==> src/rtl/mmhac_pkg.sv <==
// Package of constants and types for the motion module host access control block
package mmhac_pkg;
	// Requesting party codes
	localparam logic [1:0] MMHAC_SRC_NONE = 2'h0;
	localparam logic [1:0] MMHAC_SRC_BACKPLANE = 2'h1;
	localparam logic [1:0] MMHAC_SRC_SERIAL = 2'h2;
	// Command kinds
	typedef enum logic [1:0] {
		MMHAC_CMD_READ = 2'b00,
		MMHAC_CMD_WRITE = 2'b01,
		MMHAC_CMD_LOG_READ = 2'b10,
		MMHAC_CMD_LOCKOUT = 2'b11
	} mmhac_cmd_t;
	// One request from a commanding party
	typedef struct packed {
		logic valid;
		mmhac_cmd_t cmd;
	} mmhac_req_t;
	// Serial framing
	typedef struct packed {
		logic [3:0] data_bits;
		logic [1:0] parity;
		logic [1:0] stop_bits;
		logic [19:0] baud;
	} mmhac_serial_t;
	localparam logic [1:0] MMHAC_PAR_NONE = 2'h0;
	localparam logic [1:0] MMHAC_PAR_EVEN = 2'h1;
	localparam logic [1:0] MMHAC_PAR_ODD = 2'h2;
	localparam logic [3:0] MMHAC_DEF_DATA_BITS = 4'h7;
	localparam logic [1:0] MMHAC_DEF_STOP_BITS = 2'h1;
	localparam logic [19:0] MMHAC_DEF_BAUD = 20'h02580;
	localparam mmhac_serial_t MMHAC_DEF_SERIAL = '{MMHAC_DEF_DATA_BITS, MMHAC_PAR_EVEN,
		MMHAC_DEF_STOP_BITS, MMHAC_DEF_BAUD};
	// Discrete I/O power-up modes, 1 predefined, 0 plain discrete
	localparam int MMHAC_NUM_INPUTS = 5;
	localparam logic [4:0] MMHAC_INPUT_MODE_RST = 5'h07;
	localparam logic MMHAC_OUTPUT_MODE_RST = 1'b0;
	// Feedback channel numbers
	localparam logic [1:0] MMHAC_CHAN_UNUSED = 2'h1;
	localparam logic [1:0] MMHAC_CHAN_FIRST_ENC = 2'h2;
	localparam logic [1:0] MMHAC_CHAN_SECOND_ENC = 2'h3;
	// Drive command modes
	localparam logic MMHAC_DRV_VELOCITY = 1'b0;
	localparam logic MMHAC_DRV_CURRENT = 1'b1;
	// Analog output modes
	localparam logic MMHAC_AOUT_DIAG = 1'b0;
	localparam logic MMHAC_AOUT_USER = 1'b1;
	// Attach timeout
	localparam int MMHAC_CLK_HZ = 20000000;
	localparam int MMHAC_ATTACH_TIMEOUT_MS = 500;
	localparam int MMHAC_ATTACH_CYCLES = MMHAC_CLK_HZ / 1000 * MMHAC_ATTACH_TIMEOUT_MS;
	localparam int MMHAC_TMR_W = 24;
endpackage

==> src/rtl/mmhac_top.sv <==
// Host access control and power-up configuration of the single-axis motion module
`timescale 1ns/1ns
`default_nettype none
//
// Contract
// - Control-source switch sampled once after reset selects the preferred party.
// - Serial host alone attached, no lockout, gets write privilege regardless of switch.
// - Backplane alone communicating gets write privilege regardless of switch.
// - After backplane lockout, backplane alone holds write privilege.
// - Both active, no lockout: switch-selected party writes, other refused.
// - Parameter reads accepted from either party at any time.
// - Error-log read refused from a party without write privilege.
// - Serial-defaults switch sampled after reset picks starting serial parameters.
// - Switch closed: start with fixed default framing and rate.
// - Switch open: start with last saved nonvolatile parameters.
// - Software serial changes allowed only while switch open.
// - Default framing seven data bits, even parity, one stop, 9600 baud.
// - Power-up: inputs one to three predefined, four and five discrete.
// - Five discrete inputs and one output, each user or predefined mode.
// - Drive fault active high; high input flags a fault.
// - Channel 1 unused, first encoder channel 2, second encoder channel 3.
// - Accept A, B and mark from one or two differential encoders.
// - Drive command selectable as velocity or current by software.
// - Analog output setup selects diagnostic or user program control.
module mmhac_top #(
	parameter int ATTACH_CYCLES = mmhac_pkg::MMHAC_ATTACH_CYCLES
) (
	input wire logic mclk,
	input wire logic reset_n,
	input wire logic control_source_switch,
	input wire logic serial_defaults_switch,
	input wire mmhac_pkg::mmhac_req_t backplane_req,
	input wire mmhac_pkg::mmhac_req_t serial_req,
	output logic backplane_accept,
	output logic backplane_refuse,
	output logic serial_accept,
	output logic serial_refuse,
	output logic [1:0] write_owner,
	output logic lockout_active,
	input wire mmhac_pkg::mmhac_serial_t saved_serial,
	input wire logic serial_cfg_wr,
	input wire mmhac_pkg::mmhac_serial_t serial_cfg_data,
	output mmhac_pkg::mmhac_serial_t serial_cfg,
	input wire logic io_mode_wr,
	input wire logic [4:0] io_input_mode_data,
	input wire logic io_output_mode_data,
	output logic [4:0] input_mode,
	output logic output_mode,
	input wire logic [4:0] discrete_in,
	input wire logic discrete_out_data,
	output logic [4:0] discrete_in_q,
	output logic discrete_out,
	input wire logic drive_fault_in,
	output logic drive_fault,
	input wire logic drive_mode_wr,
	input wire logic drive_mode_data,
	output logic drive_mode,
	input wire logic aout_setup_wr,
	input wire logic aout_setup_data,
	output logic aout_mode,
	input wire logic [1:0] enc_present,
	input wire logic [2:0] first_encoder_port,
	input wire logic [2:0] second_encoder_port,
	output logic [2:0] first_encoder_q,
	output logic [2:0] second_encoder_q,
	output logic [1:0] first_encoder_chan,
	output logic [1:0] second_encoder_chan
);
	import mmhac_pkg::*;

	////////////////////////////////////////////////////////////////////////////////
	// Power-up sampling
	logic straps_taken;
	logic prefer_serial;
	logic defaults_closed;
	logic bp_attached;
	logic sr_attached;
	logic [MMHAC_TMR_W-1:0] bp_tmr;
	logic [MMHAC_TMR_W-1:0] sr_tmr;
	logic [1:0] next_owner;
	logic bp_write_ok;
	logic sr_write_ok;

	// Catch both switches once, on the first edge after release
	// strap capture once
	always_ff @(posedge mclk or negedge reset_n) begin
		if (!reset_n) begin
			straps_taken <= 1'b0;
			prefer_serial <= 1'b0;
			defaults_closed <= 1'b0;
		end else if (!straps_taken) begin
			straps_taken <= 1'b1;
			prefer_serial <= control_source_switch;
			defaults_closed <= serial_defaults_switch;
		end
	end

	////////////////////////////////////////////////////////////////////////////////
	// Attach timers, reloaded by each valid request
	// attach window timers
	always_ff @(posedge mclk or negedge reset_n) begin
		if (!reset_n) begin
			bp_tmr <= '0;
		end else if (backplane_req.valid) begin
			bp_tmr <= MMHAC_TMR_W'(ATTACH_CYCLES);
		end else if (bp_tmr != '0) begin
			bp_tmr <= bp_tmr - 1'b1;
		end
	end

	always_ff @(posedge mclk or negedge reset_n) begin
		if (!reset_n) begin
			sr_tmr <= '0;
		end else if (serial_req.valid) begin
			sr_tmr <= MMHAC_TMR_W'(ATTACH_CYCLES);
		end else if (sr_tmr != '0) begin
			sr_tmr <= sr_tmr - 1'b1;
		end
	end

	// A request in this cycle counts as attached already
	assign bp_attached = backplane_req.valid || (bp_tmr != '0);
	assign sr_attached = serial_req.valid || (sr_tmr != '0);

	////////////////////////////////////////////////////////////////////////////////
	// Lockout, set by backplane lockout command, cleared only by reset
	// lockout latch
	always_ff @(posedge mclk or negedge reset_n) begin
		if (!reset_n) begin
			lockout_active <= 1'b0;
		end else if (backplane_req.valid && backplane_req.cmd == MMHAC_CMD_LOCKOUT) begin
			lockout_active <= 1'b1;
		end
	end

	// Write privilege arbitration
	always_comb begin
		next_owner = MMHAC_SRC_NONE;
		if (lockout_active) begin
			next_owner = MMHAC_SRC_BACKPLANE;
		end else if (bp_attached && sr_attached) begin
			next_owner = prefer_serial ? MMHAC_SRC_SERIAL : MMHAC_SRC_BACKPLANE;
		end else if (bp_attached) begin
			next_owner = MMHAC_SRC_BACKPLANE;
		end else if (sr_attached) begin
			next_owner = MMHAC_SRC_SERIAL;
		end
	end

	assign bp_write_ok = next_owner == MMHAC_SRC_BACKPLANE;
	assign sr_write_ok = next_owner == MMHAC_SRC_SERIAL;

	always_ff @(posedge mclk or negedge reset_n) begin
		if (!reset_n) begin
			write_owner <= MMHAC_SRC_NONE;
		end else begin
			write_owner <= next_owner;
		end
	end

	////////////////////////////////////////////////////////////////////////////////
	// Request answers, one cycle after the request
	// per-command gating
	always_ff @(posedge mclk or negedge reset_n) begin
		if (!reset_n) begin
			backplane_accept <= 1'b0;
			backplane_refuse <= 1'b0;
		end else begin
			backplane_accept <= backplane_req.valid &&
				(backplane_req.cmd == MMHAC_CMD_READ || backplane_req.cmd == MMHAC_CMD_LOCKOUT
				|| bp_write_ok);
			backplane_refuse <= backplane_req.valid && !bp_write_ok &&
				(backplane_req.cmd == MMHAC_CMD_WRITE || backplane_req.cmd == MMHAC_CMD_LOG_READ);
		end
	end

	// Serial host may not issue lockout; treat it as a write
	always_ff @(posedge mclk or negedge reset_n) begin
		if (!reset_n) begin
			serial_accept <= 1'b0;
			serial_refuse <= 1'b0;
		end else begin
			serial_accept <= serial_req.valid &&
				(serial_req.cmd == MMHAC_CMD_READ || sr_write_ok);
			serial_refuse <= serial_req.valid && !sr_write_ok &&
				(serial_req.cmd != MMHAC_CMD_READ);
		end
	end

	////////////////////////////////////////////////////////////////////////////////
	// Serial framing
	// framing selection
	always_ff @(posedge mclk or negedge reset_n) begin
		if (!reset_n) begin
			serial_cfg <= MMHAC_DEF_SERIAL;
		end else if (!straps_taken) begin
			serial_cfg <= serial_defaults_switch ? MMHAC_DEF_SERIAL : saved_serial;
		end else if (serial_cfg_wr && !serial_defaults_switch) begin
			serial_cfg <= serial_cfg_data;
		end
	end

	////////////////////////////////////////////////////////////////////////////////
	// Discrete I/O modes and data
	// I/O mode registers
	always_ff @(posedge mclk or negedge reset_n) begin
		if (!reset_n) begin
			input_mode <= MMHAC_INPUT_MODE_RST;
			output_mode <= MMHAC_OUTPUT_MODE_RST;
		end else if (io_mode_wr) begin
			input_mode <= io_input_mode_data;
			output_mode <= io_output_mode_data;
		end
	end

	// Register the inputs per bit and the output level
	// discrete registers
	genvar gi;
	generate
		for (gi = 0; gi < MMHAC_NUM_INPUTS; gi++) begin : g_in
			always_ff @(posedge mclk or negedge reset_n) begin
				if (!reset_n) begin
					discrete_in_q[gi] <= 1'b0;
				end else begin
					discrete_in_q[gi] <= discrete_in[gi];
				end
			end
		end
	endgenerate

	always_ff @(posedge mclk or negedge reset_n) begin
		if (!reset_n) begin
			discrete_out <= 1'b0;
		end else begin
			discrete_out <= discrete_out_data;
		end
	end

	////////////////////////////////////////////////////////////////////////////////
	// Drive signals and analog output setup
	// fault is active high
	always_ff @(posedge mclk or negedge reset_n) begin
		if (!reset_n) begin
			drive_fault <= 1'b0;
		end else begin
			drive_fault <= drive_fault_in;
		end
	end

	always_ff @(posedge mclk or negedge reset_n) begin
		if (!reset_n) begin
			drive_mode <= MMHAC_DRV_VELOCITY;
			aout_mode <= MMHAC_AOUT_DIAG;
		end else begin
			if (drive_mode_wr) begin
				drive_mode <= drive_mode_data;
			end
			if (aout_setup_wr) begin
				aout_mode <= aout_setup_data;
			end
		end
	end

	////////////////////////////////////////////////////////////////////////////////
	// Encoder feedback, {mark, B, A}, absent port reads zero
	// encoder channels
	always_ff @(posedge mclk or negedge reset_n) begin
		if (!reset_n) begin
			first_encoder_q <= 3'h0;
			second_encoder_q <= 3'h0;
			first_encoder_chan <= MMHAC_CHAN_UNUSED;
			second_encoder_chan <= MMHAC_CHAN_UNUSED;
		end else begin
			first_encoder_q <= enc_present[0] ? first_encoder_port : 3'h0;
			second_encoder_q <= enc_present[1] ? second_encoder_port : 3'h0;
			first_encoder_chan <= enc_present[0] ? MMHAC_CHAN_FIRST_ENC : MMHAC_CHAN_UNUSED;
			second_encoder_chan <= enc_present[1] ? MMHAC_CHAN_SECOND_ENC : MMHAC_CHAN_UNUSED;
		end
	end

	////////////////////////////////////////////////////////////////////////////////
	// Assertions
	// lockout gives backplane
	AST_LOCKOUT_OWNER: assert property (@(posedge mclk) disable iff (!reset_n)
		lockout_active |=> write_owner == MMHAC_SRC_BACKPLANE)
		else $error("lockout without backplane ownership");
	AST_LOCKOUT_STICKY: assert property (@(posedge mclk) disable iff (!reset_n)
		lockout_active |=> lockout_active)
		else $error("lockout dropped");
	AST_SERIAL_ALONE: assert property (@(posedge mclk) disable iff (!reset_n)
		(sr_attached && !bp_attached && !lockout_active) |=> write_owner == MMHAC_SRC_SERIAL)
		else $error("lone serial host not owner");
	AST_BP_ALONE: assert property (@(posedge mclk) disable iff (!reset_n)
		(bp_attached && !sr_attached) |=> write_owner == MMHAC_SRC_BACKPLANE)
		else $error("lone backplane not owner");
	AST_BOTH_SWITCH: assert property (@(posedge mclk) disable iff (!reset_n)
		(straps_taken && bp_attached && sr_attached && !lockout_active) |=>
		write_owner == ($past(prefer_serial) ? MMHAC_SRC_SERIAL : MMHAC_SRC_BACKPLANE))
		else $error("switch arbitration wrong");
	AST_READ_ACCEPT: assert property (@(posedge mclk) disable iff (!reset_n)
		(serial_req.valid && serial_req.cmd == MMHAC_CMD_READ) |=> serial_accept && !serial_refuse)
		else $error("serial read not accepted");
	AST_LOG_REFUSE: assert property (@(posedge mclk) disable iff (!reset_n)
		(serial_req.valid && serial_req.cmd == MMHAC_CMD_LOG_READ && !sr_write_ok) |=>
		serial_refuse && !serial_accept)
		else $error("log read without privilege accepted");
	AST_SERIAL_FROZEN: assert property (@(posedge mclk) disable iff (!reset_n)
		(straps_taken && serial_defaults_switch) |=> $stable(serial_cfg))
		else $error("framing changed while switch closed");
	AST_SERIAL_DEFAULT: assert property (@(posedge mclk) disable iff (!reset_n)
		(!straps_taken && serial_defaults_switch) |=> serial_cfg == MMHAC_DEF_SERIAL)
		else $error("default framing not applied");
	AST_FAULT_HIGH: assert property (@(posedge mclk) disable iff (!reset_n)
		drive_fault_in |=> drive_fault)
		else $error("fault not flagged");
	AST_ATTACH_LAPSE: assert property (@(posedge mclk) disable iff (!reset_n)
		(bp_tmr == MMHAC_TMR_W'(1) && !backplane_req.valid) |=> !bp_attached || backplane_req.valid)
		else $error("attach window did not lapse");

	// Main scenario coverage
	COV_LOCKOUT: cover property (@(posedge mclk) disable iff (!reset_n)
		$rose(lockout_active));
	COV_BOTH_SERIAL: cover property (@(posedge mclk) disable iff (!reset_n)
		bp_attached && sr_attached && sr_write_ok);
	COV_LOG_REFUSE: cover property (@(posedge mclk) disable iff (!reset_n)
		serial_refuse);
	COV_CFG_WRITE: cover property (@(posedge mclk) disable iff (!reset_n)
		serial_cfg_wr && !serial_defaults_switch && straps_taken);
endmodule
`default_nettype wire

==> config.mk <==
export PLATFORM = sky130hd
export DESIGN_NAME = mmhac_top
export DESIGN_NICKNAME = d
export VERILOG_FILES = /design/src/rtl/mmhac_pkg.sv /design/src/rtl/mmhac_top.sv
export SDC_FILE = /design/constraint.sdc
export NUM_CORES = 1
export LEC_CHECK = 0
export BUFFER_PORTS_ARGS = -buffer_cell sky130_fd_sc_hd__buf_4
export CAP_MARGIN = 5
export CORE_MARGIN = 8
export CORE_UTILIZATION = 56
export DETAILED_ROUTE_END_ITERATION = 16
export PLACE_DENSITY = 0.89
export SLEW_MARGIN = 40
export SYNTH_ARGS = -nofsm -noshare
export SYNTH_HDL_FRONTEND = slang
export SYNTH_SLANG_ARGS = --single-unit
==> constraint.sdc <==
create_clock -name mclk -period 3.5 [get_ports mclk]
set_input_delay 0.175 -clock mclk [delete_from_list [all_inputs] [get_ports mclk]]
set_output_delay 0.175 -clock mclk [all_outputs]
set_load 0.02 [all_outputs]
After elaboration in Yosys (flattened, before gate mapping)
Cells that the tools add are included.

Register bits after elaboration: 110. Input bits: 93. Output and inout port bits: 60. Word-level logic and storage cells: 78.

$add $sub $neg: 2. Equal/unequal tests: 6. Mux-type cells: 16. Reduce and logical (&&, ||, !) cells: 25.

Operator list (number): two-way mux 24 bit (4); two-way mux 28 bit (3); nonzero test 24 bit (2); subtractor 24 x 1 -> 24 bit (second input constant) (2); two-way mux 2 bit (7); logical AND 1 bit (9); equality test 2 bit (second input constant) (3); logical OR 1 bit (6); two-way mux 3 bit (2); nonzero test 2 bit (3); equality test 2 x 1 -> 1 bit (second input constant) (2); zero test 2 bit (2); zero test 1 bit (3); inequality test 2 x 1 -> 1 bit (second input constant) (1).

Depth between registers and ports, before layout
Depth after elaboration: 10. Mapped depth: 9. Depth with buffers taken out: 7.

Worst setup path before layout
No wires, ideal clock.

Path kind: register to register. Start point: reg sr_tmr[12]. End point: reg sr_tmr[4]. Library setup time: 0.132 ns. Arrival: 2.172 ns. Required time: 3.368 ns. Slack: 1.196 ns. Stages on the path, launching flop included: 9. Buffers on the path: 3. Clock period less this slack: 2.304 ns. Path through: dfrtp_1 -> or4_1 -> buf_2 -> or4b_4 -> buf_6 -> buf_6 -> o21ai_1 -> xor2_1 -> nor2_1.

Word-level cells in the longest chain between the ends: 2.

RTL lines: from (decl) (RTL line mmhac_top.sv:79) `logic [MMHAC_TMR_W-1:0] sr_tmr;`; from (signal assigned) (RTL line mmhac_top.sv:115) `sr_tmr <= MMHAC_TMR_W'(ATTACH_CYCLES);`; from (signal assigned) (RTL line mmhac_top.sv:117) `sr_tmr <= sr_tmr - 1'b1;`; nonzero test 24 bit (RTL line mmhac_top.sv:116) `end else if (sr_tmr != '0) begin`; nonzero test 2 bit (no line).

Every way passes these cells. A chain may end at the register's enable or synchronous reset.

Final worst setup path
Start point: reg sr_tmr[12]. End point: reg sr_tmr[15].

Word-level cells in the longest chain between the ends: 3. Elaborated cells between the ends (all ways): 5. Classes of those cells: add/sub (1); mux (2); reduce/logical (2).

RTL lines: subtractor 24 x 1 -> 24 bit (RTL line mmhac_top.sv:117); two-way mux 24 bit (RTL line mmhac_top.sv:116); two-way mux 24 bit (RTL line mmhac_top.sv:114) `end else if (serial_req.valid) begin`.

Several ways; a longest one is shown, not always the timed one. The select of a mux whose other input is x is not followed.

==> flow_summary.ini <==
[status]
outcome = finished, final reports clean

[die]
start_util_pct = 56.7
die-height_um = 112
die_area_sq_mm = 0.0125
rows = 35
coreArea_sq_mm = 0.00906
die_w_um = 112
io_pins = 153

[clock_network]
clock-root-buffer = clkbuf_8
cts_resized = 0
max-clock-path-buffers = 2
htreeDepth = 3
clk-insertion-delay-late_ns = 0.36
clk_pin_slew_worst_paths_ns = 0.10
clock_sinks = 109
numCtsBuffers = 9
cts_hold_buf = 10
cts_tree = done
postCtsSetupBuffers = 0

[sta]
tightestPinTransition_ns = 0.665
min_period_over_period_pct = 69.5
skew_ns = 0.0115
setup_slack_ns = 1.07
fin_crit_ns = 2.43
rsz0062_at_grt = false
max_freq_mhz = 411
finalMaxSlewViolations = 0
setup_viol_count_final = 0
maxSlewHeadroom_pct = 55.3
setup_tns_ns = 0
hold_violations = 0

[yosys]
syn_area_sq_mm = 0.00514
netlist.area_leader.share_pct = 46.7
postSynthAreaPerCell_sq_um = 10.1
yosys_register_bits = 109
yosys-top-cells-count = dfrtp_1, nor2_1, nand2_1
synth-edff-count = 0
synthTopCellsByArea = dfrtp_1, dfstp_2, nor2_1
synth_warnings = 0
synth.most_common_cell = dfrtp_1
synth.distinct_cells = 51
synth_ff_type = dfrtp_1
netlist.top_cell.by_area = dfrtp_1
async_reset_ff_share_pct = 100
postSynthCellCount = 509
yosysSeqAreaShare_pct = 53.4

[setup_path]
r2r_slack_ns = 1.07
reg2reg_from = sr_tmr[12]
cp_data_arrival_time_ns = 2.68
crit_family = simple AND/OR/NAND/NOR gates
endpoint_kind = flop
crit_chain = or4_1 > or4b_4 > o21ai_0 > xor2_1 > nand2b_1
worstPathRequired_ns = 3.75
critPathMaxFanout = 17
setup.worst_path.start_class = flop
reg2reg_to = sr_tmr[15]
critical_path_class = reg -> reg
cp.buffers_inverters = 0
critPathSlowestCell = or4b_4
r2r_cells = 5
cp_slowest_stage_delay_ns = 0.70

[flow_run]
cap_violations = 0

[place]
place_congestion = 0.858
place_area_sq_mm = 0.00631
place_ws_ns = 1.11
dp_hpwl_mm = 9.88
placed_cells_incl_taps = 746
portBuffers = 151

[pwr]
seqPwrFrac_pct = 51.6
p_sw_uw = 813
p_comb_share_pct = 20.6
p_total_mw = 2.80
p_per_area_mw_per_mm2 = 423
irDropWorstVdd_mv = 0.269
leakagePower_nw = 2.87
swShare_pct = 29.1
power.share.clock_pct = 27.8
power.internal_mw = 1.98

[global_routing]
antenna_found_initial = 0
grt_pass1_wl_mm = 22.4
grt_max_degree = 48
grt_usage_pct = 21.7
grt_pass1_vias = 4635
overflow = 0

[route]
vias = 4320
drtAntennaViolNets = 0
routed_via_density = 5.60
met1Wirelength_mm = 5.20
met2_length_mm = 6.53
drt-wirelength-per-cell_um = 17.0
routed_wl_mm = 13.1
drt_iter0_markers = 259
wl_met3_mm = 1.15
drt_first_pass_iters = 5
dr.max_layer_used = met4
drcViolationCount = 0

[min_path]
min_from = first_encoder_port[2]
hp-class = in -> reg
holdPathEnd = first_encoder_q[2]
hold_depth = 2

[layout]
design_area_sq_mm = 0.00662
fillers = 605
diodes = 0
final_cell_count_no_fill = 772
drive_gt1_share_pct = 30.4
syn_to_final_growth_pct = 28.7
num-nets-final = 754
[registers in the layout, summed over array words and instances, names as in the netlist, 2 cells and up]
signal              count
write_owner             2
bp_tmr                 24
discrete_in_q           5
first_encoder_chan      2
second_encoder_q        3
first_encoder_q         3
serial_cfg             28
sr_tmr                 24
input_mode              5
[power by group through the flow]
stage,sequential [mW],combinational (mW),clock (mW)
2_1_floorplan,1.51,0.260,0
3_3_place_gp,1.46,0.550,0
3_5_place_dp,1.46,0.570,0
4_1_cts,1.44,0.580,0.789
5_1_grt,1.46,0.630,0.842
6_report,1.44,0.576,0.779
[layout by cell type, fill, tap and decap left out, types with 2 or more instances in the layout]
cell and instances:
nor4b_1 2, nor4_1 11, dlygate4sd3_1 10, inv_1 14, clkbuf_8 10, nor2b_1 22
dfstp_2 13, nand3b_1 4, buf_4 154, a21oi_1 14, o22a_1 10, dfrtp_1 96
or4_1 13, nand3_1 10, xor2_1 20, o31ai_1 3, nor2_1 51, or3_1 4
a31oi_1 28, ha_1 5, conb_1 2, or2_2 3, nand2_1 33, xnor2_1 16
o21a_1 3, nand4_1 11, or3b_2 2, a2111oi_0 2, nor3_1 15, o21ai_0 26
nand2b_1 9, inv_6 2, mux2_2 9, o21ai_1 5, and2_1 7, a211oi_1 4
[metrics by stage]
step | util [%] | hold WS (ns)
3_5_place_dp | 69.6 | 0.214
3_3_place_gp | 69.6 | 0.207
5_1_grt | 73.0 | 0.00119
6_report | 73.0 | 0.0195
4_1_cts | 73.0 | 0.00763
2_1_floorplan | - | -0.121
[worst max-delay path by stage]
stage / cells past startpoint / startpoint / endpoint
final: 5 / sr_tmr[12] / sr_tmr[15]
after global routing: 5 / sr_tmr[12] / sr_tmr[15]
after CTS: 5 / sr_tmr[12] / sr_tmr[15]
after detailed placement: 5 / sr_tmr[12] / sr_tmr[15]
after global placement: 5 / sr_tmr[12] / sr_tmr[15]
after floorplan: 8 / sr_tmr[12] / sr_tmr[4]
[area by class of cell]
class | instances | area (sq um) | area share (%)
flip-flops and latches | 109 | 2740 | 41.5
multi-input cells | 357 | 2220 | 33.5
repair buffers | 164 | 1260 | 19.0
well taps | 111 | 139 | 2.10
clock buffers | 10 | 138 | 2.08
clock inverters | 6 | 68.8 | 1.04
inverters | 15 | 56.3 | 0.851
[logic make-up (layout without fill, tap and decap cells)]
family                   count (synthesis)  count (layout)  share of synthesized area (%)
AND/OR/NAND/NOR                        203             203                           21.2
flip-flops                             109             109                           53.4
AO/OA/AOI/OAI                          101             101                           12.3
buffers and inverters                   44             195                           3.60
XOR/XNOR                                36              36                           6.13
multiplexers                            10              10                           2.17
adder cells (fa/ha/maj)                  5               5                           1.22
other                                    1               2                         0.0729
[layer usage]
layer | track usage [%] | vias to the layer above
met1 | 25.7 | 2049
li1 | - | 2086
met5 | 0 | -
met2 | 35.9 | 161
met3 | 7.14 | 24
met4 | 8.48 | 0
[worst register-to-register path: stages, from the launching register on]
cell and delay, ns:
dfrtp_1 0.42, or4_1 0.67, or4b_4 0.71, o21ai_0 0.28
xor2_1 0.19, nand2b_1 0.07
(Power assumes the default switching activity.)
